**src/edpc_pkg.sv**
```systemverilog
package edpc_pkg;

    localparam logic [11:0] ADDR_ENERGY_DETECT_CONTROL = 12'h000;
    localparam logic [11:0] ADDR_IST  = 12'h004;
    localparam logic [11:0] ADDR_ICLR = 12'h008;
    localparam logic [11:0] ADDR_IEN  = 12'h00c;

    localparam int BIT_EN        = 15;
    localparam int BIT_WAKE      = 14;
    localparam int BIT_SLEEP     = 13;
    localparam int BIT_MAN       = 12;
    localparam int BIT_BURST_DIS = 11;
    localparam int BIT_PWR       = 10;
    localparam int BIT_ERR_HIT   = 9;
    localparam int BIT_DATA_HIT  = 8;
    localparam int ERR_THR_LSB   = 4;
    localparam int DATA_THR_LSB  = 0;

    localparam logic       RST_WAKE     = 1'b1;
    localparam logic       RST_SLEEP    = 1'b1;
    localparam logic       RST_BURST    = 1'b0;
    localparam logic [3:0] RST_ERR_THR  = 4'h1;
    localparam logic [3:0] RST_DATA_THR = 4'h1;

    localparam int IRQ_PWR  = 0;
    localparam int IRQ_DATA = 1;
    localparam int IRQ_ERR  = 2;
    localparam int IRQ_N    = 3;

    localparam longint CLK_HZ        = 25_000_000;
    localparam longint IDLE_S        = 2;
    localparam longint IDLE_CYC      = CLK_HZ * IDLE_S;
    localparam longint PULSE_GAP_NS  = 1000;
    localparam longint PULSE_GAP_CYC = (PULSE_GAP_NS * CLK_HZ + 999_999_999) / 1_000_000_000;
    localparam logic [2:0] BURST_LONG  = 3'h4;
    localparam logic [2:0] BURST_SHORT = 3'h1;
    localparam logic [1:0] STRAP_WAIT  = 2'h3;

    typedef struct packed {
        logic [2:0]           strap_sync;
        logic [1:0]           strap_wait;
        logic                 strap_done;
        logic [2:0]           data_sync;
        logic [2:0]           err_sync;
        logic [2:0]           nrg_sync;
        logic                 data_lvl;
        logic                 err_lvl;
        logic                 nrg_lvl;
        logic                 en;
        logic                 auto_wake;
        logic                 auto_sleep;
        logic                 burst_dis;
        logic [3:0]           err_thr;
        logic [3:0]           data_thr;
        logic                 pwr;
        logic                 err_hit;
        logic                 data_hit;
        logic                 data_hit_seen;
        logic                 err_hit_seen;
        logic [3:0]           data_cnt;
        logic [3:0]           err_cnt;
        logic [31:0]          idle_cnt;
        logic [2:0]           burst_left;
        logic [7:0]           gap_cnt;
        logic                 pulse;
        logic [IRQ_N-1:0]     ist;
        logic [IRQ_N-1:0]     ien;
        logic [31:0]          rdata;
        logic                 slverr;
    } edpc_state_type;

endpackage

```
**src/edpc_top.sv**
```systemverilog
`timescale 1ns/10ps
// Summary of operation
// - Low-power operation runs only while the enable bit 15 is set, and that bit starts from a strap.
// - With auto wake set, the driver powers up once the data event count reaches the data threshold.
// - With auto sleep set, the driver powers down once no energy is seen on the line.
// - Writing one to bit 12 toggles the power state regardless of thresholds and timers, self-clearing.
// - Each power-up sends four data pulses, or only one while the burst disable bit 11 is set.
// - Read-only bit 10 shows one when powered up and zero when powered down.
// - Bit 9 is set when the error count reaches its threshold, also raises interrupt status bit 2, and clears on read.
// - Bit 8 is set when the data count reaches or passes the data threshold and clears on read.
// - Bits 7:4 hold a writable error event threshold that resets to one.
// - Bits 3:0 hold a writable data event threshold that resets to one.
// - Both event counters return to zero after two seconds without a data event.
module edpc_top #(
    parameter int IDLE_CYCLES = int'(edpc_pkg::IDLE_CYC)
) (
    input  wire logic        i_mclk,
    input  wire logic        i_reset,
    input  wire logic        i_strap_enable,
    input  wire logic        i_data_event,
    input  wire logic        i_error_event,
    input  wire logic        i_energy_present,
    input  wire logic        psel,
    input  wire logic        penable,
    input  wire logic        pwrite,
    input  wire logic [11:0] paddr,
    input  wire logic [31:0] pwdata,
    output logic             pready,
    output logic [31:0]      prdata,
    output logic             pslverr,
    output logic             o_line_driver_on,
    output logic             o_sense_pulse,
    output logic             o_irq
);

    localparam int IRQ_W = edpc_pkg::IRQ_N;

    edpc_pkg::edpc_state_type state_r;
    edpc_pkg::edpc_state_type state_nxt;

    logic        setup;
    logic        access;
    logic        wr;
    logic        rd_ctrl;
    logic        man_wr;
    logic        data_rise;
    logic        err_rise;
    logic        data_met;
    logic        err_met;
    logic        go_up;
    logic        go_down;
    logic        sel_ctrl;
    logic        sel_ist;
    logic        sel_iclr;
    logic        sel_ien;
    logic [15:0] ctrl_view;
    logic [2:0]  ev;

    assign setup  = psel & ~penable;
    assign access = psel & penable;
    assign wr     = access & pwrite;
    assign pready = access;
    assign prdata  = state_r.rdata;
    assign pslverr = access & state_r.slverr;
    assign o_line_driver_on = ~state_r.en | state_r.pwr;
    assign o_sense_pulse    = state_r.pulse;
    assign o_irq            = |(state_r.ist & state_r.ien);

    always_comb begin
        ctrl_view = 16'h0000;
        ctrl_view[edpc_pkg::BIT_EN]        = state_r.en;
        ctrl_view[edpc_pkg::BIT_WAKE]      = state_r.auto_wake;
        ctrl_view[edpc_pkg::BIT_SLEEP]     = state_r.auto_sleep;
        ctrl_view[edpc_pkg::BIT_BURST_DIS] = state_r.burst_dis;
        ctrl_view[edpc_pkg::BIT_PWR]       = state_r.pwr;
        ctrl_view[edpc_pkg::BIT_ERR_HIT]   = state_r.err_hit;
        ctrl_view[edpc_pkg::BIT_DATA_HIT]  = state_r.data_hit;
        ctrl_view[edpc_pkg::ERR_THR_LSB +: 4]  = state_r.err_thr;
        ctrl_view[edpc_pkg::DATA_THR_LSB +: 4] = state_r.data_thr;
    end

    // one-hot register select from the bus address
    always_comb begin
        sel_ctrl = 1'b0;
        sel_ist  = 1'b0;
        sel_iclr = 1'b0;
        sel_ien  = 1'b0;
        if (paddr == edpc_pkg::ADDR_ENERGY_DETECT_CONTROL) begin
            sel_ctrl = 1'b1;
        end else if (paddr == edpc_pkg::ADDR_IST) begin
            sel_ist = 1'b1;
        end else if (paddr == edpc_pkg::ADDR_ICLR) begin
            sel_iclr = 1'b1;
        end else if (paddr == edpc_pkg::ADDR_IEN) begin
            sel_ien = 1'b1;
        end
    end

    always_comb begin
        state_nxt = state_r;
        ev        = 3'h0;

        // pins pass three stages; a level counts once stages two and three agree
        state_nxt.strap_sync = {state_r.strap_sync[1:0], i_strap_enable};
        state_nxt.data_sync  = {state_r.data_sync[1:0], i_data_event};
        state_nxt.err_sync   = {state_r.err_sync[1:0], i_error_event};
        state_nxt.nrg_sync   = {state_r.nrg_sync[1:0], i_energy_present};
        if (state_r.data_sync[2] == state_r.data_sync[1]) begin
            state_nxt.data_lvl = state_r.data_sync[2];
        end
        if (state_r.err_sync[2] == state_r.err_sync[1]) begin
            state_nxt.err_lvl = state_r.err_sync[2];
        end
        if (state_r.nrg_sync[2] == state_r.nrg_sync[1]) begin
            state_nxt.nrg_lvl = state_r.nrg_sync[2];
        end
        data_rise = state_nxt.data_lvl & ~state_r.data_lvl;
        err_rise  = state_nxt.err_lvl & ~state_r.err_lvl;

        // strap is caught once the synchroniser has filled after reset release
        if (!state_r.strap_done) begin
            if (state_r.strap_wait == edpc_pkg::STRAP_WAIT) begin
                if (state_r.strap_sync[2] == state_r.strap_sync[1]) begin
                    state_nxt.en         = state_r.strap_sync[2];
                    state_nxt.strap_done = 1'b1;
                end
            end else begin
                state_nxt.strap_wait = state_r.strap_wait + 2'h1;
            end
        end

        // event counters, saturating, cleared after the idle time
        if (data_rise) begin
            state_nxt.idle_cnt = 32'h0;
            if (state_r.data_cnt != 4'hf) begin
                state_nxt.data_cnt = state_r.data_cnt + 4'h1;
            end
        end else if (state_r.idle_cnt >= 32'(IDLE_CYCLES - 1)) begin
            state_nxt.idle_cnt = 32'h0;
            state_nxt.data_cnt = 4'h0;
            state_nxt.err_cnt  = 4'h0;
        end else begin
            state_nxt.idle_cnt = state_r.idle_cnt + 32'h1;
        end
        if (err_rise && state_nxt.err_cnt != 4'hf) begin
            state_nxt.err_cnt = state_nxt.err_cnt + 4'h1;
        end

        // apb: data captured in setup, effects at the completing access edge
        if (setup) begin
            state_nxt.slverr = 1'b0;
            state_nxt.rdata  = 32'h0;
            if (sel_ctrl) begin
                state_nxt.rdata = {16'h0000, ctrl_view};
            end else if (sel_ist) begin
                state_nxt.rdata = {29'h0, state_r.ist};
            end else if (sel_iclr) begin
                state_nxt.rdata = 32'h0;
            end else if (sel_ien) begin
                state_nxt.rdata = {29'h0, state_r.ien};
            end else begin
                state_nxt.slverr = 1'b1;
            end
        end
        rd_ctrl = access & ~pwrite & sel_ctrl;
        man_wr  = 1'b0;
        if (rd_ctrl) begin
            state_nxt.err_hit  = 1'b0;
            state_nxt.data_hit = 1'b0;
        end
        if (wr && sel_ctrl) begin
            state_nxt.en         = pwdata[edpc_pkg::BIT_EN];
            state_nxt.strap_done = 1'b1;
            state_nxt.auto_wake  = pwdata[edpc_pkg::BIT_WAKE];
            state_nxt.auto_sleep = pwdata[edpc_pkg::BIT_SLEEP];
            state_nxt.burst_dis  = pwdata[edpc_pkg::BIT_BURST_DIS];
            state_nxt.err_thr    = pwdata[edpc_pkg::ERR_THR_LSB +: 4];
            state_nxt.data_thr   = pwdata[edpc_pkg::DATA_THR_LSB +: 4];
            man_wr               = pwdata[edpc_pkg::BIT_MAN];
        end
        if (wr && sel_ien) begin
            state_nxt.ien = pwdata[IRQ_W-1:0];
        end
        if (wr && sel_iclr) begin
            state_nxt.ist = state_r.ist & ~pwdata[IRQ_W-1:0];
        end

        // threshold flags, a new hit wins over the read clear
        data_met = state_r.data_cnt >= state_r.data_thr;
        err_met  = (state_r.err_cnt >= state_r.err_thr) && (state_r.err_cnt != 4'h0);
        if (data_met && !state_r.data_hit_seen) begin
            state_nxt.data_hit = 1'b1;
            ev[edpc_pkg::IRQ_DATA] = 1'b1;
        end
        if (err_met && !state_r.err_hit_seen) begin
            state_nxt.err_hit = 1'b1;
            ev[edpc_pkg::IRQ_ERR] = 1'b1;
        end
        state_nxt.data_hit_seen = data_met;
        state_nxt.err_hit_seen  = err_met;

        // power state control; manual toggle overrides the automatic paths
        go_up   = state_r.en & state_r.auto_wake & ~state_r.pwr
                  & (state_r.data_cnt >= state_r.data_thr);
        go_down = state_r.en & state_r.auto_sleep & state_r.pwr
                  & ~state_r.nrg_lvl;
        if (state_r.en && man_wr) begin
            state_nxt.pwr = ~state_r.pwr;
        end else if (go_up) begin
            state_nxt.pwr = 1'b1;
        end else if (go_down) begin
            state_nxt.pwr = 1'b0;
        end
        if (state_nxt.pwr != state_r.pwr) begin
            ev[edpc_pkg::IRQ_PWR] = 1'b1;
            state_nxt.data_cnt = 4'h0;
            state_nxt.err_cnt  = 4'h0;
            state_nxt.idle_cnt = 32'h0;
        end

        // data pulse burst on each power-up
        state_nxt.pulse = 1'b0;
        if (state_nxt.pwr && !state_r.pwr) begin
            state_nxt.burst_left = state_r.burst_dis ? edpc_pkg::BURST_SHORT
                                                     : edpc_pkg::BURST_LONG;
            state_nxt.gap_cnt    = 8'h0;
        end else if (!state_nxt.pwr) begin
            // a burst cut by power-down stops before a pulse leaves with the driver off
            state_nxt.burst_left = 3'h0;
        end else if (state_r.burst_left != 3'h0) begin
            if (state_r.gap_cnt == 8'h0) begin
                state_nxt.pulse      = 1'b1;
                state_nxt.burst_left = state_r.burst_left - 3'h1;
                state_nxt.gap_cnt    = 8'(edpc_pkg::PULSE_GAP_CYC - 1);
            end else begin
                state_nxt.gap_cnt = state_r.gap_cnt - 8'h1;
            end
        end

        state_nxt.ist = state_nxt.ist | ev;
    end

    always_ff @(posedge i_mclk or posedge i_reset) begin
        if (i_reset) begin
            state_r            <= '0;
            state_r.auto_wake  <= edpc_pkg::RST_WAKE;
            state_r.auto_sleep <= edpc_pkg::RST_SLEEP;
            state_r.burst_dis  <= edpc_pkg::RST_BURST;
            state_r.err_thr    <= edpc_pkg::RST_ERR_THR;
            state_r.data_thr   <= edpc_pkg::RST_DATA_THR;
        end else begin
            state_r <= state_nxt;
        end
    end

endmodule

```
**config.mk**
```make
export PLATFORM = sky130hd
export DESIGN_NAME = edpc_top
export DESIGN_NICKNAME = d
export VERILOG_FILES = /design/src/edpc_pkg.sv /design/src/edpc_top.sv
export SDC_FILE = /design/constraint.sdc
export NUM_CORES = 1
export LEC_CHECK = 0
export ABC_AREA = 1
export BUFFER_PORTS_ARGS = -buffer_cell sky130_fd_sc_hd__buf_2
export CORE_ASPECT_RATIO = 0.6
export CORE_UTILIZATION = 48
export CTS_BUF_LIST = sky130_fd_sc_hd__clkbuf_8
export DETAILED_ROUTE_END_ITERATION = 8
export PLACE_DENSITY = 0.71
export SYNTH_ARGS = -nofsm -noshare
export SYNTH_HDL_FRONTEND = slang
export SYNTH_SLANG_ARGS = --single-unit
```
**constraint.sdc**
```tcl
create_clock -name i_mclk -period 4.25 [get_ports i_mclk]
set_clock_uncertainty 0.1 [all_clocks]
set_input_delay 0.6375 -clock i_mclk [delete_from_list [all_inputs] [get_ports i_mclk]]
set_output_delay 0.6375 -clock i_mclk [all_outputs]
set_load 0.1 [all_outputs]
```
; Word level (Yosys, flattened, before mapping)
; Index checks and enable logic that the tools add are counted.
; Widths: inputs -> output; s select.
[totals]
regBits = 126
input_bits = 53
out_inout_bits = 37
elab_cells = 167
[op_classes]
n_addsub = 6
n_lt_le_gt_ge = 3
eq_ne = 15
mux = 56
bitwise_logic = 28
n_reduce_logical = 29
[ops]
columns = operator, n
row1 = $mux 32, 3
row2 = $mux 40, 1
row3 = $mux 1, 34
row4 = $add 32x1->32 const B, 1
row5 = $ge 32x26->1 const B, 1
row6 = $eq 12x4->1 const B, 2
row7 = $mux 12, 2
row8 = $mux 3, 7
row9 = $mux 4, 4
row10 = $mux 8, 2
row11 = $and 1x1->1, 14
row12 = $eq 12x3->1 const B, 1
row13 = $logic_not 12->1, 1
row14 = $reduce_bool 2->1, 6
row15 = $mux 11, 1
row16 = $logic_and 1x1->1, 9
row17 = $mux 9, 1
row18 = $ne 3x1->1 const B, 3
row19 = $not 1->1, 9
row20 = $add 4x1->4 const B, 2
row21 = $ge 4x4->1, 2
row22 = $logic_not 8->1, 1
row23 = $ne 4x4->1 const B, 2
row24 = $reduce_and 2->1, 4
row25 = other kinds (17), 24

; Depth between registers and ports, before layout
[depth]
ltp_word = 9
mapped_depth = 19
depth_no_buf = 19

; Least setup slack after synthesis
; Ideal clock, no wire load.
[synth_timing]
kind = in2reg
startpoint = input port psel
endpoint = register state_r[67] (netlist name)
setup_ns = 0.086
arrival_time_ns = 2.879
required_ns = 4.064
slack_ns = 1.185
cell_stages = 12
n_path_buf = 2
path_cell_list = nand2_1 -> inv_1 -> nand2_1 -> nor2_1 -> nand4_1 -> nand2_1 -> inv_2 -> buf_6 -> ha_1 -> nand3_2 -> buf_2 -> nor3_1
[synth_lines]
columns = item, line
row1 = from (decl), edpc_top.sv:23  ; input wire logic psel,
row2 = to (signal assigned), edpc_top.sv:252  ; state_r <= state_nxt;
row3 = to (decl), edpc_top.sv:38  ; edpc_pkg::edpc_state_type state_r;

; Worst setup path in the final report
[layout_timing]
startpoint = register state_r[90] (netlist name)
endpoint = register state_r[90] (netlist name)
[layout_via]
elab_chain_cells = 7
elab_cells_between_ends = 13
cone_classes = add/sub: 1 / order compare: 1 / eq/ne: 3 / mux: 5 / bitwise: 1 / reduce/logical: 2
[layout_rtl]
columns = item, line
row1 = $ge 4x4->1 (*), n/a
row2 = via data_met, edpc_top.sv:48  ; logic data_met;
row3 = $and 1x1->1 (*), edpc_top.sv:204  ; & (state_r.data_cnt >= state_r.data_thr);
row4 = $mux 1 (*), edpc_top.sv:209  ; end else if (go_up) begin
row5 = $mux 1 (*), edpc_top.sv:207  ; if (state_r.en && man_wr) begin
row6 = $ne 1x1->1 (*), edpc_top.sv:214  ; if (state_nxt.pwr != state_r.pwr) begin
row7 = $ne 3x1->1 (no source line) / $reduce_bool 3->1 (equally long branches), n/a
row8 = $reduce_and 2->1 (no source line), n/a
; Mark *: on every way through the listed nets, which the timed path passes. The rest lies on a longest branch. The select of a mux whose other input is x is not followed.
; A chain may end at the register's enable or synchronous reset.

==> impl_results.md <==
* Status: completed
* Kind of end point of the critical path: register
* Pins Over Slew Limit at 0
* Post-CTS Repair Setup Buffers at 0
* Core Area at 0.0113 mm2
* Worst path bufs/invs at 2
* Height of the die at 85.4 um
* Drt pass-1 iters at 5
* Clock sink count at 109
* Count of final hold-check violations at 0
* RSZ-0062 raised after global routing: false
* Clock period minus worst slack at 3100 ps
* PortBufs at 53
* FP Rows at 30
* Startpoint Class: register
* Overall power at 1.89 mW
* Wire per inst at 12.6 um
* Initial Util at 49.3%
* Post-synthesis sequential area ratio at 49.1%
* H-tree depth at 3
* Synthesized area per cell at 8.47 um2
* Post-synthesis cell count at 657
* Ant diodes at 0
* Finish-stage setup viols at 0
* Worst-margin pin slew at 1030 ps
* Largest net degree at the start of global routing at 87
* Clk slew on worst S/H paths at 100 ps
* Vias in the first global route at 3931
* Slowest cell on the critical path: ha_1
* Die area at 0.0120 mm2
* Worst-Skew Late Latency at 380 ps
* Via count at 4262
* Clock buffer count from CTS at 9
* HP Class: in -> reg
* Post-CTS Hold Buffers at 0
* Max_cap viols at 0
* Max Fanout on Critical Path at 15
* Layout net count at 776
* Leak at 3.05 nW
* Pwr/cell area at 311 mW/mm2
* Peak VDD IR at 0.000152 V
* Drt drc at 0
* Clock root buffer: clkbuf_8
* Worst EP arrival at 3290 ps
* Clock tree buffer depth at 2
* Grt total ovfl at 0
* HPWL Detailed at 8040 um
* Initial antenna violation count at 0
* Period utilization at 72.9%
* Tot GR Track Use at 19.7%
* Share of cells above drive strength 1 at 15.2%
* Worst EP required at 4450 ps
* P&R area growth vs syn at 8.90%
* CTS tree: built
* Unique masters post-synth at 43
* Num ports at 90
* Rel. slew slack at 31.3%
* Flop and latch count out of synthesis at 109
* Setup TNS at 0 ps
* Vias per cell at 4.90
* Family with the most delay on the worst path: simple AND/OR/NAND/NOR gates
* Critical path class: reg -> reg
* WL final at 11000 um
* Largest stage delay on the critical path at 470 ps
* Fmax at 323 MHz
* PostCTS Resize Cnt at 0
* Synth warn at 0
* Initial drt markers at 232
* Synthesized area at 0.00557 mm2
* Antenna Nets Post-Route at 0
* Die X at 141 um
* Critical-path cell list: ha_1 > a21oi_1 > nand3_1 > nand4_1 > nand3_2 > nand2_1 > inv_2 > ha_1 > nand3_2 > nand2_2 > inv_2 > o21ai_0
* Global-route wire length before repair at 18600 um
* RD Place Congestion at 0.879
* Fillers at 1035
-- worst paths after layout --
check,start,end,slack [ps],cells past startpoint
max in group asynchronous,i_reset,ctrl_view[0],2680,3
hold reg to reg,state_nxt[118],state_nxt[119],260,0
setup / recovery,state_r[90],state_r[90],1150,12
hold / removal,i_energy_present,state_nxt[112],260,1
min in group asynchronous,i_reset,state_r[79],390,2
setup reg to reg,state_r[90],state_r[90],1150,12
-- cell usage in the layout (no fill, tap or decap), types with 2 or more instances in the layout --
| cell type | n |
|---|---|
| nor3_2 | 5 |
| nand2_2 | 5 |
| o31ai_1 | 8 |
| dfrtp_1 | 105 |
| clkbuf_8 | 10 |
| nor3_1 | 11 |
| a31oi_1 | 3 |
| o211ai_1 | 2 |
| nor2_1 | 88 |
| nand3_1 | 25 |
| nand2_1 | 139 |
| o21bai_1 | 2 |
| nor2_2 | 2 |
| buf_4 | 3 |
| maj3_1 | 2 |
| inv_1 | 81 |
| xnor2_1 | 3 |
| ha_1 | 17 |
| nor4_1 | 4 |
| dfstp_2 | 4 |
| buf_2 | 53 |
| mux2_2 | 6 |
| nand3_2 | 5 |
| a21oi_1 | 16 |
| nand3b_1 | 3 |
| xor2_1 | 13 |
| a221oi_1 | 3 |
| conb_1 | 23 |
| o21ai_0 | 34 |
| inv_2 | 3 |
| nand4_1 | 15 |
-- cell type report --
class	instances	area, um2	area share, %
inverters	87	330	5.45
clock inverters	5	66.3	1.09
well taps	160	200	3.30
repair buffers	56	288	4.75
clock buffers	10	138	2.27
multi-input cells	443	2310	38.0
flip-flops and latches	109	2730	45.1
-- cell usage after synthesis (all sizes together) --
| cell | number | area [um2] |
|---|---|---|
| a21oi | 16 | 80.1 |
| o31ai | 8 | 60.1 |
| a21boi | 1 | 7.51 |
| or2 | 2 | 15.0 |
| o211ai | 2 | 15.0 |
| dfstp | 4 | 105 |
| nand4 | 15 | 93.8 |
| inv | 85 | 319 |
| o21bai | 2 | 15.0 |
| conb | 1 | 3.75 |
| nand2 | 144 | 553 |
| nor3b | 1 | 7.51 |
| a31oi | 3 | 18.8 |
| nor3 | 16 | 105 |
| maj3 | 2 | 20.0 |
| o21ai | 35 | 179 |
| nand3 | 30 | 175 |
| nor4 | 5 | 37.5 |
| nor2 | 91 | 354 |
| ha | 17 | 213 |
| a22oi | 1 | 7.51 |
| dfrtp | 105 | 2630 |
| xnor2 | 3 | 26.3 |
| mux2 | 6 | 67.6 |
| clkbuf | 4 | 15.0 |
| clkinv | 2 | 8.75 |
| nand3b | 3 | 22.5 |
| xor2 | 13 | 114 |
| nor2b | 1 | 6.26 |
| buf | 36 | 267 |
| a221oi | 3 | 26.3 |
-- metrics by stage --
step / setup slack [ps] / cells / hold slack, ps / area, um2 / util, %
final: 1150 / 870 / 256 / 6060 / 53.6
after global routing: 885 / 870 / 237 / 6060 / 53.6
after CTS: 1170 / 870 / 240 / 6060 / 53.6
after detailed placement: 1040 / 855 / 235 / 5860 / 51.8
after global placement: 1050 / 855 / 233 / 5860 / 51.8
after floorplan: 645 / 679 / 231 / 5650 / -
-- power by group --
group,leakage (nW),switching [mW],total [mW],internal (mW)
Sequential,1.39,0.0107,1.06,1.05
Clock,0.101,0.365,0.658,0.293
Combinational,1.56,0.134,0.164,0.0297
Total,3.05,0.510,1.89,1.38
-- logic make-up (layout without fill, tap and decap cells) --
family          count (synthesis)  count (layout)  synth area share (%)
simple gates                  308             308                  24.6
buf+inv                       127             158                  10.9
flops                         109             109                  49.1
compound gates                 71              71                  7.35
fa+ha+maj                      19              19                  4.18
xor+xnor                       16              16                  2.52
mux                             6               6                  1.21
other cells                     1              23                0.0674
-- layer usage --
layer | wire length (um) | global-route usage (%)
met2 | 4640 | 29.1
met5 | 0 | 0
met3 | 596 | 4.35
met1 | 5580 | 28.7
met4 | 132 | 6.13
-- sequential cells by signal, indices dropped and copies added, names as in the netlist --
signal / count
state_r: 70
prdata: 15
o_sense_pulse: 1
ctrl_view: 15
state_nxt: 8
Power figures use the tool's default switching activity.
